<file path="config.mk">
export PLATFORM = sky130hd
export DESIGN_NAME = rhbsg_top
export DESIGN_NICKNAME = d
export VERILOG_FILES = /design/src/core/rhbsg_pkg.sv /design/src/core/rhbsg_regfile.sv /design/src/core/rhbsg_sqw.sv /design/src/core/rhbsg_top.sv
export VERILOG_INCLUDE_DIRS = /design/src /design/src/core
export SDC_FILE = /design/constraint.sdc
export NUM_CORES = 1
export LEC_CHECK = 0
export BUFFER_PORTS_ARGS = -buffer_cell sky130_fd_sc_hd__buf_2
export CAP_MARGIN = 40
export CORE_UTILIZATION = 55
export DETAILED_ROUTE_END_ITERATION = 16
export PLACE_DENSITY = 0.69
export SETUP_SLACK_MARGIN = 0.15
export SKIP_LAST_GASP = 1
export SYNTH_ARGS = -nofsm -noshare
export SYNTH_HDL_FRONTEND = slang
export SYNTH_SLANG_ARGS = --single-unit
</file>
<file path="constraint.sdc">
create_clock -name clk_i -period 3.95 [get_ports clk_i]
set_input_delay 0.5925 -clock clk_i [delete_from_list [all_inputs] [get_ports clk_i]]
set_output_delay 0.5925 -clock clk_i [all_outputs]
set_load 0.005 [all_outputs]
</file>
<file path="src/core/rhbsg_consts.svh">
// Constants for the timekeeping host port: decode bounds, divider and delay counts.
// Assumes a 20 MHz system clock.
`ifndef RHBSG_CONSTS_SVH
`define RHBSG_CONSTS_SVH
`define RHBSG_ADDR_W        17
`define RHBSG_INT_LAST      17'h0003F
`define RHBSG_RAM_LAST      17'h1FFFF
`define RHBSG_CLK_HZ        20000000
`define RHBSG_SQW_HZ        1024
`define RHBSG_SQW_HALF      (`RHBSG_CLK_HZ / (2 * `RHBSG_SQW_HZ))
`define RHBSG_REC_MS        150
`define RHBSG_REC_CYC       (`RHBSG_REC_MS * (`RHBSG_CLK_HZ / 1000))
`define RHBSG_PULSE_CYC     16'h0040
`endif

</file>
<file path="src/core/rhbsg_pkg.sv">
// Types shared by the host port files.
// Assumes rhbsg_consts.svh is available on the include path.
package rhbsg_pkg;
   typedef logic [7:0] rhbsg_byte_t;
   typedef enum logic [2:0] {
      RHBSG_PWR_FAIL = 3'h1,
      RHBSG_PWR_REC  = 3'h2,
      RHBSG_PWR_GOOD = 3'h4
   } rhbsg_pwr_e;
endpackage : rhbsg_pkg

</file>
<file path="src/core/rhbsg_regfile.sv">
// Sixty-four byte register store reached from the host port.
// Assumes write and read strobes are one-cycle pulses in the clk_i domain.
`timescale 1ns/1ns
module rhbsg_regfile #(
   parameter int DEPTH = 64
) (
   // Clock and reset
   input  wire logic                 clk_i,
   input  wire logic                 resetn_i,
   // Access
   input  wire logic                 wr_i,
   input  wire logic [5:0]           idx_i,
   input  wire rhbsg_pkg::rhbsg_byte_t wdata_i,
   output      rhbsg_pkg::rhbsg_byte_t rdata_o
);
   initial begin
      if (DEPTH != 64) $error("rhbsg_regfile: DEPTH must be 64");
   end
   rhbsg_pkg::rhbsg_byte_t mem_q [DEPTH];

   // Storage; contents are undefined after power-up as in any RAM
   always_ff @(posedge clk_i) begin
      if (wr_i) mem_q[idx_i] <= wdata_i;
   end

   // Asynchronous read: the output follows the address combinationally, with no flop
   assign rdata_o = mem_q[idx_i];
endmodule : rhbsg_regfile

</file>
<file path="src/core/rhbsg_sqw.sv">
// Square-wave divider producing a 1024 Hz toggle from the system clock.
// Assumes enable_i is a level in the clk_i domain.
`timescale 1ns/1ns
`include "rhbsg_consts.svh"
module rhbsg_sqw #(
   parameter int HALF = `RHBSG_SQW_HALF
) (
   // Clock and reset
   input  wire logic clk_i,
   input  wire logic resetn_i,
   // Control and output
   input  wire logic enable_i,
   output      logic wave_o
);
   initial begin
      if (HALF < 1 || HALF > 65535) $error("rhbsg_sqw: HALF out of range");
   end
   logic [15:0] cnt_q;
   logic        tick;
   assign tick = (cnt_q == 16'(HALF - 1));

   // Divider runs only while enabled so the wave starts low on each enable
   always_ff @(posedge clk_i or negedge resetn_i) begin
      if (!resetn_i) begin
         cnt_q  <= 16'h0000;
         wave_o <= 1'b0;
      end else if (!enable_i) begin
         cnt_q  <= 16'h0000;
         wave_o <= 1'b0;
      end else if (tick) begin
         cnt_q  <= 16'h0000;
         wave_o <= ~wave_o;
      end else begin
         cnt_q  <= cnt_q + 16'h0001;
      end
   end
endmodule : rhbsg_sqw

</file>
<file path="src/core/rhbsg_top.sv">
// Host port of a timekeeping controller: decode, register access, SRAM gating,
// power-fail handling, square wave and interrupt routing.
// Assumes all host pins are synchronous to clk_i; alarm sources come from outside.
// Functional notes
// Host addresses 0x00..0x3F reach the internal 64-byte register store.
// With select low, a rising write strobe writes the data lines into the register.
// With select low and write high, the register is driven only while read enable is low.
// Select passes to the RAM select output when power is good, else that output is high.
// Read enable passes to the RAM read enable only with good power, select and external address.
// The host holds select low during every bus cycle, internal or external.
// On an internal read the read enable gates the device's own data drivers.
// On an external read the data lines stay undriven and the RAM gets the read enable.
// The power-fail output goes low on write protection and rises after the recovery delay.
// When enabled the square wave toggles at 1024 Hz, otherwise the pin is undriven.
// The primary interrupt carries the chosen alarm and the secondary one the other.
// The primary interrupt is either a fixed-length pulse or a held low level.
// After power returns, write protection holds for 150 ms with power-fail still low.
// Addresses 0x40 to 0x1FFFF select the external RAM over seventeen address bits.
// A falling write strobe releases the data lines even if read enable is low.
// Outside an enabled internal read, the data drivers stay released.
`timescale 1ns/1ns
`include "rhbsg_consts.svh"
module rhbsg_top #(
   parameter int REC_CYC   = `RHBSG_REC_CYC,
   parameter int SQW_HALF  = `RHBSG_SQW_HALF
) (
   // Clock and reset
   input  wire logic                         clk_i,
   input  wire logic                         resetn_i,
   // Host bus
   input  wire logic [`RHBSG_ADDR_W-1:0]     addr_i,
   input  wire logic                         chip_select_n_i,
   input  wire logic                         output_enable_n_i,
   input  wire logic                         write_strobe_n_i,
   input  wire rhbsg_pkg::rhbsg_byte_t       data_lines_i,
   output      rhbsg_pkg::rhbsg_byte_t       data_lines_o,
   output      logic                         data_lines_oe_o,
   // External SRAM controls
   output      logic                         ram_select_out_n_o,
   output      logic                         ram_read_enable_out_n_o,
   // Power supervision
   input  wire logic                         supply_good_i,
   output      logic                         power_fail_out_n_o,
   // Square wave
   input  wire logic                         sqw_enable_i,
   output      logic                         square_wave_out_o,
   output      logic                         square_wave_out_oe_o,
   // Interrupts
   input  wire logic                         tod_alarm_i,
   input  wire logic                         wdog_alarm_i,
   input  wire logic                         irq_swap_i,
   input  wire logic                         irq_pulse_mode_i,
   output      logic                         irq_primary_n_o,
   output      logic                         irq_secondary_n_o
);
   initial begin
      if (REC_CYC < 1) $error("rhbsg_top: REC_CYC must be positive");
   end

   // Address decode shared by read, write and RAM gating
   function automatic logic is_internal(input logic [`RHBSG_ADDR_W-1:0] a);
      return a <= `RHBSG_INT_LAST;
   endfunction : is_internal

   // Power state machine
   rhbsg_pkg::rhbsg_pwr_e pwr_q, pwr_d;
   logic [31:0]           rec_cnt_q;
   logic                  rec_done;
   logic                  pwr_good;
   assign rec_done = (rec_cnt_q == 32'(REC_CYC - 1));
   assign pwr_good = (pwr_q == rhbsg_pkg::RHBSG_PWR_GOOD);

   // recovery hold sequence
   always_comb begin
      pwr_d = pwr_q;
      unique case (pwr_q)
         rhbsg_pkg::RHBSG_PWR_FAIL: if (supply_good_i) pwr_d = rhbsg_pkg::RHBSG_PWR_REC;
         rhbsg_pkg::RHBSG_PWR_REC: begin
            if (!supply_good_i) pwr_d = rhbsg_pkg::RHBSG_PWR_FAIL;
            else if (rec_done) pwr_d = rhbsg_pkg::RHBSG_PWR_GOOD;
         end
         rhbsg_pkg::RHBSG_PWR_GOOD: if (!supply_good_i) pwr_d = rhbsg_pkg::RHBSG_PWR_FAIL;
         default: pwr_d = rhbsg_pkg::RHBSG_PWR_FAIL;
      endcase
   end

   // Reset counts as a power failure so the RAM starts protected
   always_ff @(posedge clk_i or negedge resetn_i) begin
      if (!resetn_i) begin
         pwr_q     <= rhbsg_pkg::RHBSG_PWR_FAIL;
         rec_cnt_q <= 32'h00000000;
      end else begin
         pwr_q     <= pwr_d;
         rec_cnt_q <= (pwr_q == rhbsg_pkg::RHBSG_PWR_REC) ? rec_cnt_q + 32'h00000001
                                                          : 32'h00000000;
      end
   end

   // Bus qualification; a failed supply blocks the select internally
   logic sel;
   logic internal;
   logic we_q;
   logic wr_rise;
   logic int_read;
   assign sel      = !chip_select_n_i && pwr_good;
   // internal versus external decode
   assign internal = is_internal(addr_i);
   // write on rising strobe
   assign wr_rise  = sel && internal && !we_q && write_strobe_n_i;
   // read only with write high
   assign int_read = sel && internal && write_strobe_n_i && !output_enable_n_i;

   always_ff @(posedge clk_i or negedge resetn_i) begin
      if (!resetn_i) we_q <= 1'b1;
      else           we_q <= write_strobe_n_i;
   end

   // Write data is captured while the strobe is low, the level the host holds at the edge
   rhbsg_pkg::rhbsg_byte_t wdata_q;
   logic [5:0]             widx_q;
   always_ff @(posedge clk_i or negedge resetn_i) begin
      if (!resetn_i) begin
         wdata_q <= 8'h00;
         widx_q  <= 6'h00;
      end else if (!write_strobe_n_i) begin
         wdata_q <= data_lines_i;
         widx_q  <= addr_i[5:0];
      end
   end

   rhbsg_pkg::rhbsg_byte_t rdata;
   logic [5:0]             rf_idx;
   assign rf_idx = wr_rise ? widx_q : addr_i[5:0];

   rhbsg_regfile #(.DEPTH(64)) u_regs (
      .clk_i    (clk_i),
      .resetn_i (resetn_i),
      .wr_i     (wr_rise),
      .idx_i    (rf_idx),
      .wdata_i  (wdata_q),
      .rdata_o  (rdata)
   );

   // Data drivers and RAM controls, all registered
   always_ff @(posedge clk_i or negedge resetn_i) begin
      if (!resetn_i) begin
         data_lines_o            <= 8'h00;
         data_lines_oe_o         <= 1'b0;
         ram_select_out_n_o      <= 1'b1;
         ram_read_enable_out_n_o <= 1'b1;
         power_fail_out_n_o      <= 1'b0;
      end else begin
         // drivers only for internal reads
         data_lines_oe_o         <= int_read;
         data_lines_o            <= int_read ? rdata : 8'h00;
         // select gating
         ram_select_out_n_o      <= !(sel && (pwr_d == rhbsg_pkg::RHBSG_PWR_GOOD));
         // read enable gating
         ram_read_enable_out_n_o <= !(sel && !internal && !output_enable_n_i &&
                                      (pwr_d == rhbsg_pkg::RHBSG_PWR_GOOD));
         // power-fail output
         power_fail_out_n_o      <= (pwr_d == rhbsg_pkg::RHBSG_PWR_GOOD);
      end
   end

   // square wave divider
   logic wave;
   rhbsg_sqw #(.HALF(SQW_HALF)) u_sqw (
      .clk_i    (clk_i),
      .resetn_i (resetn_i),
      .enable_i (sqw_enable_i),
      .wave_o   (wave)
   );

   always_ff @(posedge clk_i or negedge resetn_i) begin
      if (!resetn_i) begin
         square_wave_out_o    <= 1'b0;
         square_wave_out_oe_o <= 1'b0;
      end else begin
         square_wave_out_o    <= sqw_enable_i ? wave : 1'b0;
         square_wave_out_oe_o <= sqw_enable_i;
      end
   end

   // alarm routing
   logic prim_src;
   logic sec_src;
   logic prim_q;
   logic prim_rise;
   logic [15:0] pulse_cnt_q;
   assign prim_src  = irq_swap_i ? wdog_alarm_i : tod_alarm_i;
   assign sec_src   = irq_swap_i ? tod_alarm_i : wdog_alarm_i;
   assign prim_rise = prim_src && !prim_q;

   // pulse or level on the primary output; pulse length is fixed, not level-tracked
   always_ff @(posedge clk_i or negedge resetn_i) begin
      if (!resetn_i) begin
         prim_q            <= 1'b0;
         pulse_cnt_q       <= 16'h0000;
         irq_primary_n_o   <= 1'b1;
         irq_secondary_n_o <= 1'b1;
      end else begin
         prim_q            <= prim_src;
         irq_secondary_n_o <= !sec_src;
         if (!irq_pulse_mode_i) begin
            pulse_cnt_q     <= 16'h0000;
            irq_primary_n_o <= !prim_src;
         end else if (prim_rise) begin
            pulse_cnt_q     <= `RHBSG_PULSE_CYC;
            irq_primary_n_o <= 1'b0;
         end else if (pulse_cnt_q > 16'h0001) begin
            pulse_cnt_q     <= pulse_cnt_q - 16'h0001;
         end else begin
            pulse_cnt_q     <= 16'h0000;
            irq_primary_n_o <= 1'b1;
         end
      end
   end

   // Checks on the data drivers, stated from the host pins and the internal terms pwr_good and internal

   // drivers released without good power
   a_drv_release: assert property (@(posedge clk_i) disable iff (!resetn_i)
      !pwr_good |=> !data_lines_oe_o) else $error("data driven outside read");
   // write strobe releases bus
   a_we_release: assert property (@(posedge clk_i) disable iff (!resetn_i)
      !write_strobe_n_i |=> !data_lines_oe_o) else $error("bus not released by write");
   // internal read drives bus
   a_int_drive: assert property (@(posedge clk_i) disable iff (!resetn_i)
      (pwr_good && !chip_select_n_i && internal && write_strobe_n_i && !output_enable_n_i)
      |=> data_lines_oe_o) else $error("internal read not driven");
   // external address leaves bus
   a_ext_float: assert property (@(posedge clk_i) disable iff (!resetn_i)
      !internal |=> !data_lines_oe_o) else $error("data driven on external addr");
   // read enable high releases
   a_oe_release: assert property (@(posedge clk_i) disable iff (!resetn_i)
      output_enable_n_i |=> !data_lines_oe_o) else $error("data driven without read enable");
   // deselect releases the bus
   a_cs_release: assert property (@(posedge clk_i) disable iff (!resetn_i)
      chip_select_n_i |=> !data_lines_oe_o) else $error("data driven without select");

   // Checks on the RAM controls

   // select blocked without good power
   a_sel_block: assert property (@(posedge clk_i) disable iff (!resetn_i)
      !supply_good_i |=> ram_select_out_n_o) else $error("ram select during fail");
   // select passed with good power
   a_sel_pass: assert property (@(posedge clk_i) disable iff (!resetn_i)
      (pwr_good && supply_good_i) |=> (ram_select_out_n_o == $past(chip_select_n_i)))
      else $error("ram select not passed");
   // read enable blocked on internal address
   a_oer_internal: assert property (@(posedge clk_i) disable iff (!resetn_i)
      internal |=> ram_read_enable_out_n_o) else $error("ram read on internal addr");
   // read enable passed externally
   a_oer_pass: assert property (@(posedge clk_i) disable iff (!resetn_i)
      (pwr_good && supply_good_i && !internal && !chip_select_n_i)
      |=> (ram_read_enable_out_n_o == $past(output_enable_n_i))) else $error("ram read not passed");
   // read enable needs select
   a_oer_cs: assert property (@(posedge clk_i) disable iff (!resetn_i)
      chip_select_n_i |=> ram_read_enable_out_n_o) else $error("ram read without select");
   // read enable blocked on fail
   a_oer_fail: assert property (@(posedge clk_i) disable iff (!resetn_i)
      !supply_good_i |=> ram_read_enable_out_n_o) else $error("ram read during fail");

   // Checks on power supervision

   // power-fail tracks write protection
   a_pfo_match: assert property (@(posedge clk_i) disable iff (!resetn_i)
      ##1 (power_fail_out_n_o == pwr_good)) else $error("power fail mismatch");
   // supply loss asserts power-fail
   a_pfo_fail: assert property (@(posedge clk_i) disable iff (!resetn_i)
      !supply_good_i |=> !power_fail_out_n_o) else $error("power fail not asserted");
   // recovery lasts the full count
   a_rec_hold: assert property (@(posedge clk_i) disable iff (!resetn_i)
      $rose(pwr_good) |-> $past(rec_done)) else $error("recovery cut short");
   // recovery keeps RAM protected
   a_rec_protect: assert property (@(posedge clk_i) disable iff (!resetn_i)
      (pwr_q == rhbsg_pkg::RHBSG_PWR_REC) |-> (ram_select_out_n_o && !power_fail_out_n_o))
      else $error("ram open during recovery");

   // Checks on interrupt routing and shape

   // secondary carries other alarm
   a_irq_route: assert property (@(posedge clk_i) disable iff (!resetn_i)
      ##1 (irq_secondary_n_o == !$past(sec_src))) else $error("secondary routing wrong");
   // secondary watchdog by default
   a_sec_wdog: assert property (@(posedge clk_i) disable iff (!resetn_i)
      !irq_swap_i |=> (irq_secondary_n_o == !$past(wdog_alarm_i))) else $error("secondary not wdog");
   // secondary time of day swapped
   a_sec_tod: assert property (@(posedge clk_i) disable iff (!resetn_i)
      irq_swap_i |=> (irq_secondary_n_o == !$past(tod_alarm_i))) else $error("secondary not tod");
   // primary level time of day
   a_prim_tod: assert property (@(posedge clk_i) disable iff (!resetn_i)
      (!irq_pulse_mode_i && !irq_swap_i) |=> (irq_primary_n_o == !$past(tod_alarm_i)))
      else $error("primary not tod level");
   // primary level watchdog
   a_prim_wdog: assert property (@(posedge clk_i) disable iff (!resetn_i)
      (!irq_pulse_mode_i && irq_swap_i) |=> (irq_primary_n_o == !$past(wdog_alarm_i)))
      else $error("primary not wdog level");
   // pulse mode holds the pulse
   a_irq_pulse: assert property (@(posedge clk_i) disable iff (!resetn_i)
      (irq_pulse_mode_i && prim_rise) ##1 irq_pulse_mode_i [*8] |-> !irq_primary_n_o)
      else $error("pulse too short");
   // pulse mode ends the pulse
   a_pulse_end: assert property (@(posedge clk_i) disable iff (!resetn_i)
      (irq_pulse_mode_i && !prim_rise && pulse_cnt_q == 16'h0001) |=> irq_primary_n_o)
      else $error("pulse not ended");

   // Checks on the square-wave pin

   // pin released when disabled
   a_sqw_off: assert property (@(posedge clk_i) disable iff (!resetn_i)
      !sqw_enable_i |=> !square_wave_out_oe_o) else $error("square wave driven when off");
   // pin driven when enabled
   a_sqw_on: assert property (@(posedge clk_i) disable iff (!resetn_i)
      sqw_enable_i |=> square_wave_out_oe_o) else $error("square wave not driven");
   // wave parked low when off
   a_sqw_low: assert property (@(posedge clk_i) disable iff (!resetn_i)
      !sqw_enable_i |=> !square_wave_out_o) else $error("square wave not parked");
endmodule : rhbsg_top

</file>
# After elaboration in Yosys (flattened, before gate mapping)
# Memories as Yosys holds them, arrays and structs flattened.
# Cells that the tools add are included.
# W data, S select, Z words.
# word_totals
regBits	100
ramBits	512
inputBits	36
output_inout_bits	16
elab_cells	76
mem_count	1
# memory_table
name	words	width	rd	rd_ports_with_merged_regs	write_ports	line	rtl
u_regs.mem_q	64	8	1	0	1	rhbsg_regfile.sv:19	rhbsg_pkg::rhbsg_byte_t mem_q [DEPTH];
# op_classes
n_addsub	3
n_lt_le_gt_ge	2
eq_ne	8
mux	23
bitwise_logic	1
n_reduce_logical	20
# ops
cell	n
$mux W16	5
$add A32 B1 Y32 const B	1
$eq A32 B22 Y1 const B	1
$mux W32	1
$le A17 B6 Y1 const B	1
$add A16 B1 Y16 const B	1
$eq A16 B14 Y1 const B	1
$gt A16 B1 Y1 const B	1
$sub A16 B1 Y16 const B	1
$mux W3	4
$logic_and A1 B1 Y1	11
$mux W1	10
$logic_not A1 Y1	9
$pmux W3 S3	1
$mux W8	1
$eq A3 B3 Y1 const B	2
$mux W6	1
$eq A3 B1 Y1 const B	1
$eq A3 B2 Y1 const B	1
$ne A3 B3 Y1 const B	1
$ne A2 B1 Y1 const B	1
$not A1 Y1	1

# Longest topological paths before layout
# An unclocked memory read counts as a cell.
# depth
depth_word	8
ltp_mapped	13
depth_no_buf	9

# Hierarchy
# From an unflattened synthesis, not the netlist that was laid out.
# unflattened
hier_cells	1617
area_unflattened_um2	25134.1
# modules_own_cells
module	instances	cells_per_inst	area_each_um2	seq_area_each_um2
rhbsg_regfile	1	1163	20289.5	15374.7
rhbsg_top	1	367	3968.8	2084.5
rhbsg_sqw	1	87	875.8	425.4

# Worst setup path before layout
# Ideal clock, no wire load.
# synth_path
path_type	in2reg
startpoint	in addr_i[6]
endpoint	mem u_regs.mem_q[41][0] (netlist name), enable pin
setup_ps	383
arrival_ps	3184
t_required_ps	3567
setup_slack_ps	383
stages	10
path_buffers	4
path_cell_list	or4_4 -> buf_6 -> nor3_4 -> buf_6 -> nand2_1 -> buf_2 -> o31ai_1 -> nand2_1 -> clkbuf_1 -> nor3_1
# synth_via
elab_chain_cells	6
word_cells_on_any_way	7
classes_between	order compare: 1; mux: 3; reduce/logical: 3
# synth_rtl
item	line	rtl
start, declared	rhbsg_top.sv:31	input wire logic [`RHBSG_ADDR_W-1:0] addr_i,
$le A17 B6 Y1 (no source line) (*)	--	
$logic_and A1 B1 Y1 (*) (3 in a row)	rhbsg_top.sv:109	assign wr_rise = sel && internal && !we_q && write_strobe_n_i;
$mux W1	rhbsg_regfile.sv:23	if (wr_i) mem_q[idx_i] <= wdata_i;
$mux W1 (not written as such)	rhbsg_regfile.sv:23	
end, declared	rhbsg_regfile.sv:19	
# Every way passes the cells marked *; elsewhere a longest branch is shown, timed or not.

# Worst setup path after layout
# layout_path
startpoint	reg pwr_q[1]
endpoint	reg data_lines_o[3]
# layout_via
elab_chain_cells	8
word_cells_on_any_way	10
classes_between	eq/ne: 1; mux: 2; reduce/logical: 6; memory: 1
# layout_rtl
item	line	rtl
start, declared	rhbsg_top.sv:66	rhbsg_pkg::rhbsg_pwr_e pwr_q, pwr_d;
start signal, assigned	rhbsg_top.sv:90	pwr_q <= rhbsg_pkg::RHBSG_PWR_FAIL;
start signal, assigned	rhbsg_top.sv:93	pwr_q <= pwr_d;
$eq A3 B3 Y1 (*)	rhbsg_top.sv:71	assign pwr_good = (pwr_q == rhbsg_pkg::RHBSG_PWR_GOOD);
$logic_and A1 B1 Y1 (*)	rhbsg_top.sv:105	assign sel = !chip_select_n_i && pwr_good;
$logic_and A1 B1 Y1 (*)	rhbsg_top.sv:109, rhbsg_top.sv:111	
$logic_and A1 B1 Y1 (2 in a row)	rhbsg_top.sv:109	
$mux W6	rhbsg_top.sv:133	assign rf_idx = wr_rise ? widx_q : addr_i[5:0];
$mem_v2 Z64 W8	--	
$mux W8 (*)	rhbsg_top.sv:155	data_lines_o <= int_read ? rdata : 8'h00;
end signal, assigned	rhbsg_top.sv:155	
end, declared	rhbsg_top.sv:36	output rhbsg_pkg::rhbsg_byte_t data_lines_o,
# Marks and branches as above.
# A chain may end at the register's enable or synchronous reset.

==> results.py <==
metrics = {
    "timing": {
        "fmax_mhz": 272,
        "rsz0062_at_grt": "no",
        "tightest_slew_ns": 0.948,
        "slew_viol_final": 0,
        "fin_crit_ns": 3.67,
        "slew_headroom": 0.368,
        "finalHoldViolCount": 0,
        "clock_skew_ns": 0.0237,
        "fin_crit_sh": 0.930,
        "setup_violations": 0,
        "setup_ws_ns": 0.276,
    },
    "synthesis": {
        "yosysWarnings": 0,
        "synth_top_flop_cell": "edfxtp_1",
        "syn_nets": 2124,
        "synth_cells": 2083,
        "synthDistinctLibCells": 84,
        "synth-edff-count": 512,
        "synth-seq-cells": 612,
        "synth-async-reset-ratio": 0.163,
        "syn_area_um2": 27300,
        "avgSynthCellArea_um2": 13.1,
        "yosysSeqAreaShare": 0.655,
    },
    "setup_path": {
        "critical_path_required_ns": 4.42,
        "path_delay_family": "simple AND/OR/NAND/NOR gates",
        "critPathArrivalTime_ns": 4.15,
        "worst_setup_path_end_kind": "flop",
        "crit_fanout": 18,
        "path_cells": "or3b_2, nor3_4, buf_12, buf_4, nand4_1, and2_1, buf_4, o211ai_1, nor4_1, buf_4, o21ai_1, nor4_1",
        "cpMostUsedCell": "buf_4",
        "cp_slowest_cell": "or3b_2",
        "slowest_delay_ns": 0.55,
        "path_buf_inv": 4,
        "rr_endpoint": "data_lines_o[3]$_DFF_PN0_",
        "startpoint_type": "flop",
        "crit_type": "reg -> reg",
        "reg2reg_depth": 12,
        "ff2ff_setup_slack_ns": 0.28,
        "reg2reg_from": "pwr_q[1]$_DFF_PN0_",
    },
    "die": {
        "num_rows": 81,
        "dieArea_um2": 50600,
        "die_x_um": 225,
        "start_util": 0.558,
        "die_h_um": 225,
        "pin_count": 52,
        "design.core.area_um2": 49000,
    },
    "final_layout": {
        "final_common_cell": "edfxtp_1",
        "layout_common_cells": "edfxtp_1, buf_4, nor2_1, o22ai_1, dfrtp_1",
        "stdcell_area_um2": 32500,
        "syn_to_final_growth_pct": 18.8,
        "nets": 2401,
        "drive_gt1_frac": 0.230,
    },
    "global_route": {
        "antenna_found_initial": 8,
        "grt_overflow": 0,
        "grt_usage": 0.454,
        "grt_pass1_wl_um": 157000,
        "grt_start_max_net_pins": 44,
        "grt_pass1_vias": 21300,
    },
    "placed_design": {
        "place.port_buffers": 51,
        "pre_cts_slack_ns": -0.112,
        "gp_congestion": 1.06,
        "dpl_cell_area_um2": 30300,
        "dp.final_hpwl_um": 77600,
    },
    "run_status": {
        "status": "finished, final reports clean",
    },
    "detailed_routing": {
        "wl_um": 113000,
        "wl_per_cell_um": 36.9,
        "drtPass1Iterations": 6,
        "drcViolationCount": 0,
        "routed_via_density": 7.22,
        "num_vias": 22200,
        "first_iter_violations": 4047,
        "antenna_left": 0,
    },
    "clock_tree": {
        "clkLatencyLatePin_ns": 0.62,
        "cts_tree": "done",
        "cts_max_level": 3,
        "ctsRootBufferMaster": "clkbuf_16",
        "numCtsBuffers": 66,
        "cts_setup_buffers": 0,
        "cts.sinks": 612,
        "clockBufferDepth": 3,
        "cts.clk_slew.worst_paths_ns": 0.06,
    },
    "worst_hold_path": {
        "whs_endpoint": "irq_secondary_n_o$_DFF_PN1_",
        "min_path_cells": 2,
        "min_path_type": "in -> reg",
        "hp-start": "wdog_alarm_i",
    },
    "power_and_ir_drop": {
        "vdd_drop_max_mv": 0.402,
        "powerDensity_nw_per_um2": 462,
        "p_leak_nw": 11.4,
        "total_power_mw": 15.0,
    },
    "job": {
        "drv_cap": 0,
    },
}
[worst max path at each step]
stage,from,endpoint,slack (ns),cells after the start
4_1_cts,pwr_q[1]$_DFF_PN0_,data_lines_o[1]$_DFF_PN0_,0.24,12
6_report,pwr_q[1]$_DFF_PN0_,data_lines_o[3]$_DFF_PN0_,0.28,12
3_5_place_dp,addr_i[6],data_lines_o[1]$_DFF_PN0_,-0.11,14
2_1_floorplan,addr_i[6],u_regs.mem_q[41][0]$_DFFE_PP_,0.38,10
5_1_grt,pwr_q[1]$_DFF_PN0_,data_lines_o[4]$_DFF_PN0_,0.23,11
3_3_place_gp,addr_i[6],data_lines_o[1]$_DFF_PN0_,-0.05,14
[cells by family (layout without fill, tap and decap cells)]
kind of cell             after synthesis  count (layout)  synth area share
adder cells (fa/ha/maj)                5               5           0.00229
buffers and inverters                155             482            0.0256
AND/OR/NAND/NOR                      604             604             0.111
other                                  0               2                 0
flip-flops                           612             612             0.655
multiplexers                         108             108            0.0476
XOR/XNOR                              51              51            0.0164
AO/OA/AOI/OAI                        548             548             0.143
[synth_stat cells, drive strengths merged, types with 12 or more instances]
cell / count / share of area
edfxtp: 512 / 0.56
nor2: 231 / 0.032
o22ai: 179 / 0.041
dfrtp: 94 / 0.086
clkbuf: 81 / 0.011
nand2: 78 / 0.011
o21ai: 59 / 0.011
o221ai: 53 / 0.017
buf: 52 / 0.011
a21oi: 50 / 0.0093
mux2i: 50 / 0.018
nand3: 50 / 0.0092
o22a: 50 / 0.016
mux2: 45 / 0.019
nor4: 44 / 0.011
nor3: 42 / 0.0085
xor2: 32 / 0.010
nand4: 28 / 0.0064
or3: 24 / 0.0055
inv: 21 / 0.0029
nor2b: 21 / 0.0048
o31ai: 20 / 0.0055
o211ai: 19 / 0.0052
xnor2: 19 / 0.0061
a211oi: 18 / 0.0049
a21o: 16 / 0.0049
nand2b: 15 / 0.0034
and2: 14 / 0.0033
mux4: 13 / 0.011
or4: 12 / 0.0036
[report_power, final]
part	total [mW]	switching [mW]	internal, mW	leakage [nW]
sequential	7.37	0.184	7.18	5.92
clock	6.17	2.58	3.60	1.05
combinational	1.44	0.946	0.494	4.42
[worst register-to-register path, cell delays in order (launching register included)]
cell	delay [ns]
dfrtp_1	0.45
or3b_2	0.55
nor3_4	0.23
buf_12	0.19
buf_4	0.25
nand4_1	0.36
and2_1	0.36
buf_4	0.18
o211ai_1	0.18
nor4_1	0.09
buf_4	0.14
o21ai_1	0.44
nor4_1	0.13
[final cells by class]
class,instances,area [µm²]
clock inverters,32,319
fillers,3595,16500
clock buffers,86,1820
diodes,2,5.00
flip-flops and latches,612,17900
repair buffers,342,2750
well taps,664,831
multi-input cells,1316,8750
inverters,22,82.6
[metal layers]
layer	part of all wire	routed length [µm]	track usage
met1	0.35	39500	0.580
met2	0.41	47000	0.639
met3	0.16	17600	0.175
met4	0.082	9280	0.304
met5	0.00042	48	0
[registers in the layout, indices dropped and copies added, names as in the netlist, 3 cells and up]
name	cells
data_lines_o	8
pulse_cnt_q	16
pwr_q	3
rec_cnt_q	32
u_regs.mem_q	512
u_sqw.cnt_q	16
wdata_q	8
widx_q	6
[stage by stage]
stage / TNS (ns) / std cells / util / hold WS [ns]
final: 0 / 3076 / 0.663 / 0.136
after global routing: 0 / 3075 / 0.663 / 0.134
after CTS: 0 / 3074 / 0.663 / 0.125
after detailed placement: -0.112 / 2955 / 0.619 / 0.482
after global placement: -0.0489 / 2948 / 0.617 / 0.471
after floorplan: 0 / 2083 / - / 0.297
[timing repair]
action	CTS	global route
resized for setup	0	3
setup endpoints to repair	0	3
hold buffers	1	0
hold endpoints to repair	11	0
Power figures use the tool's default switching activity.
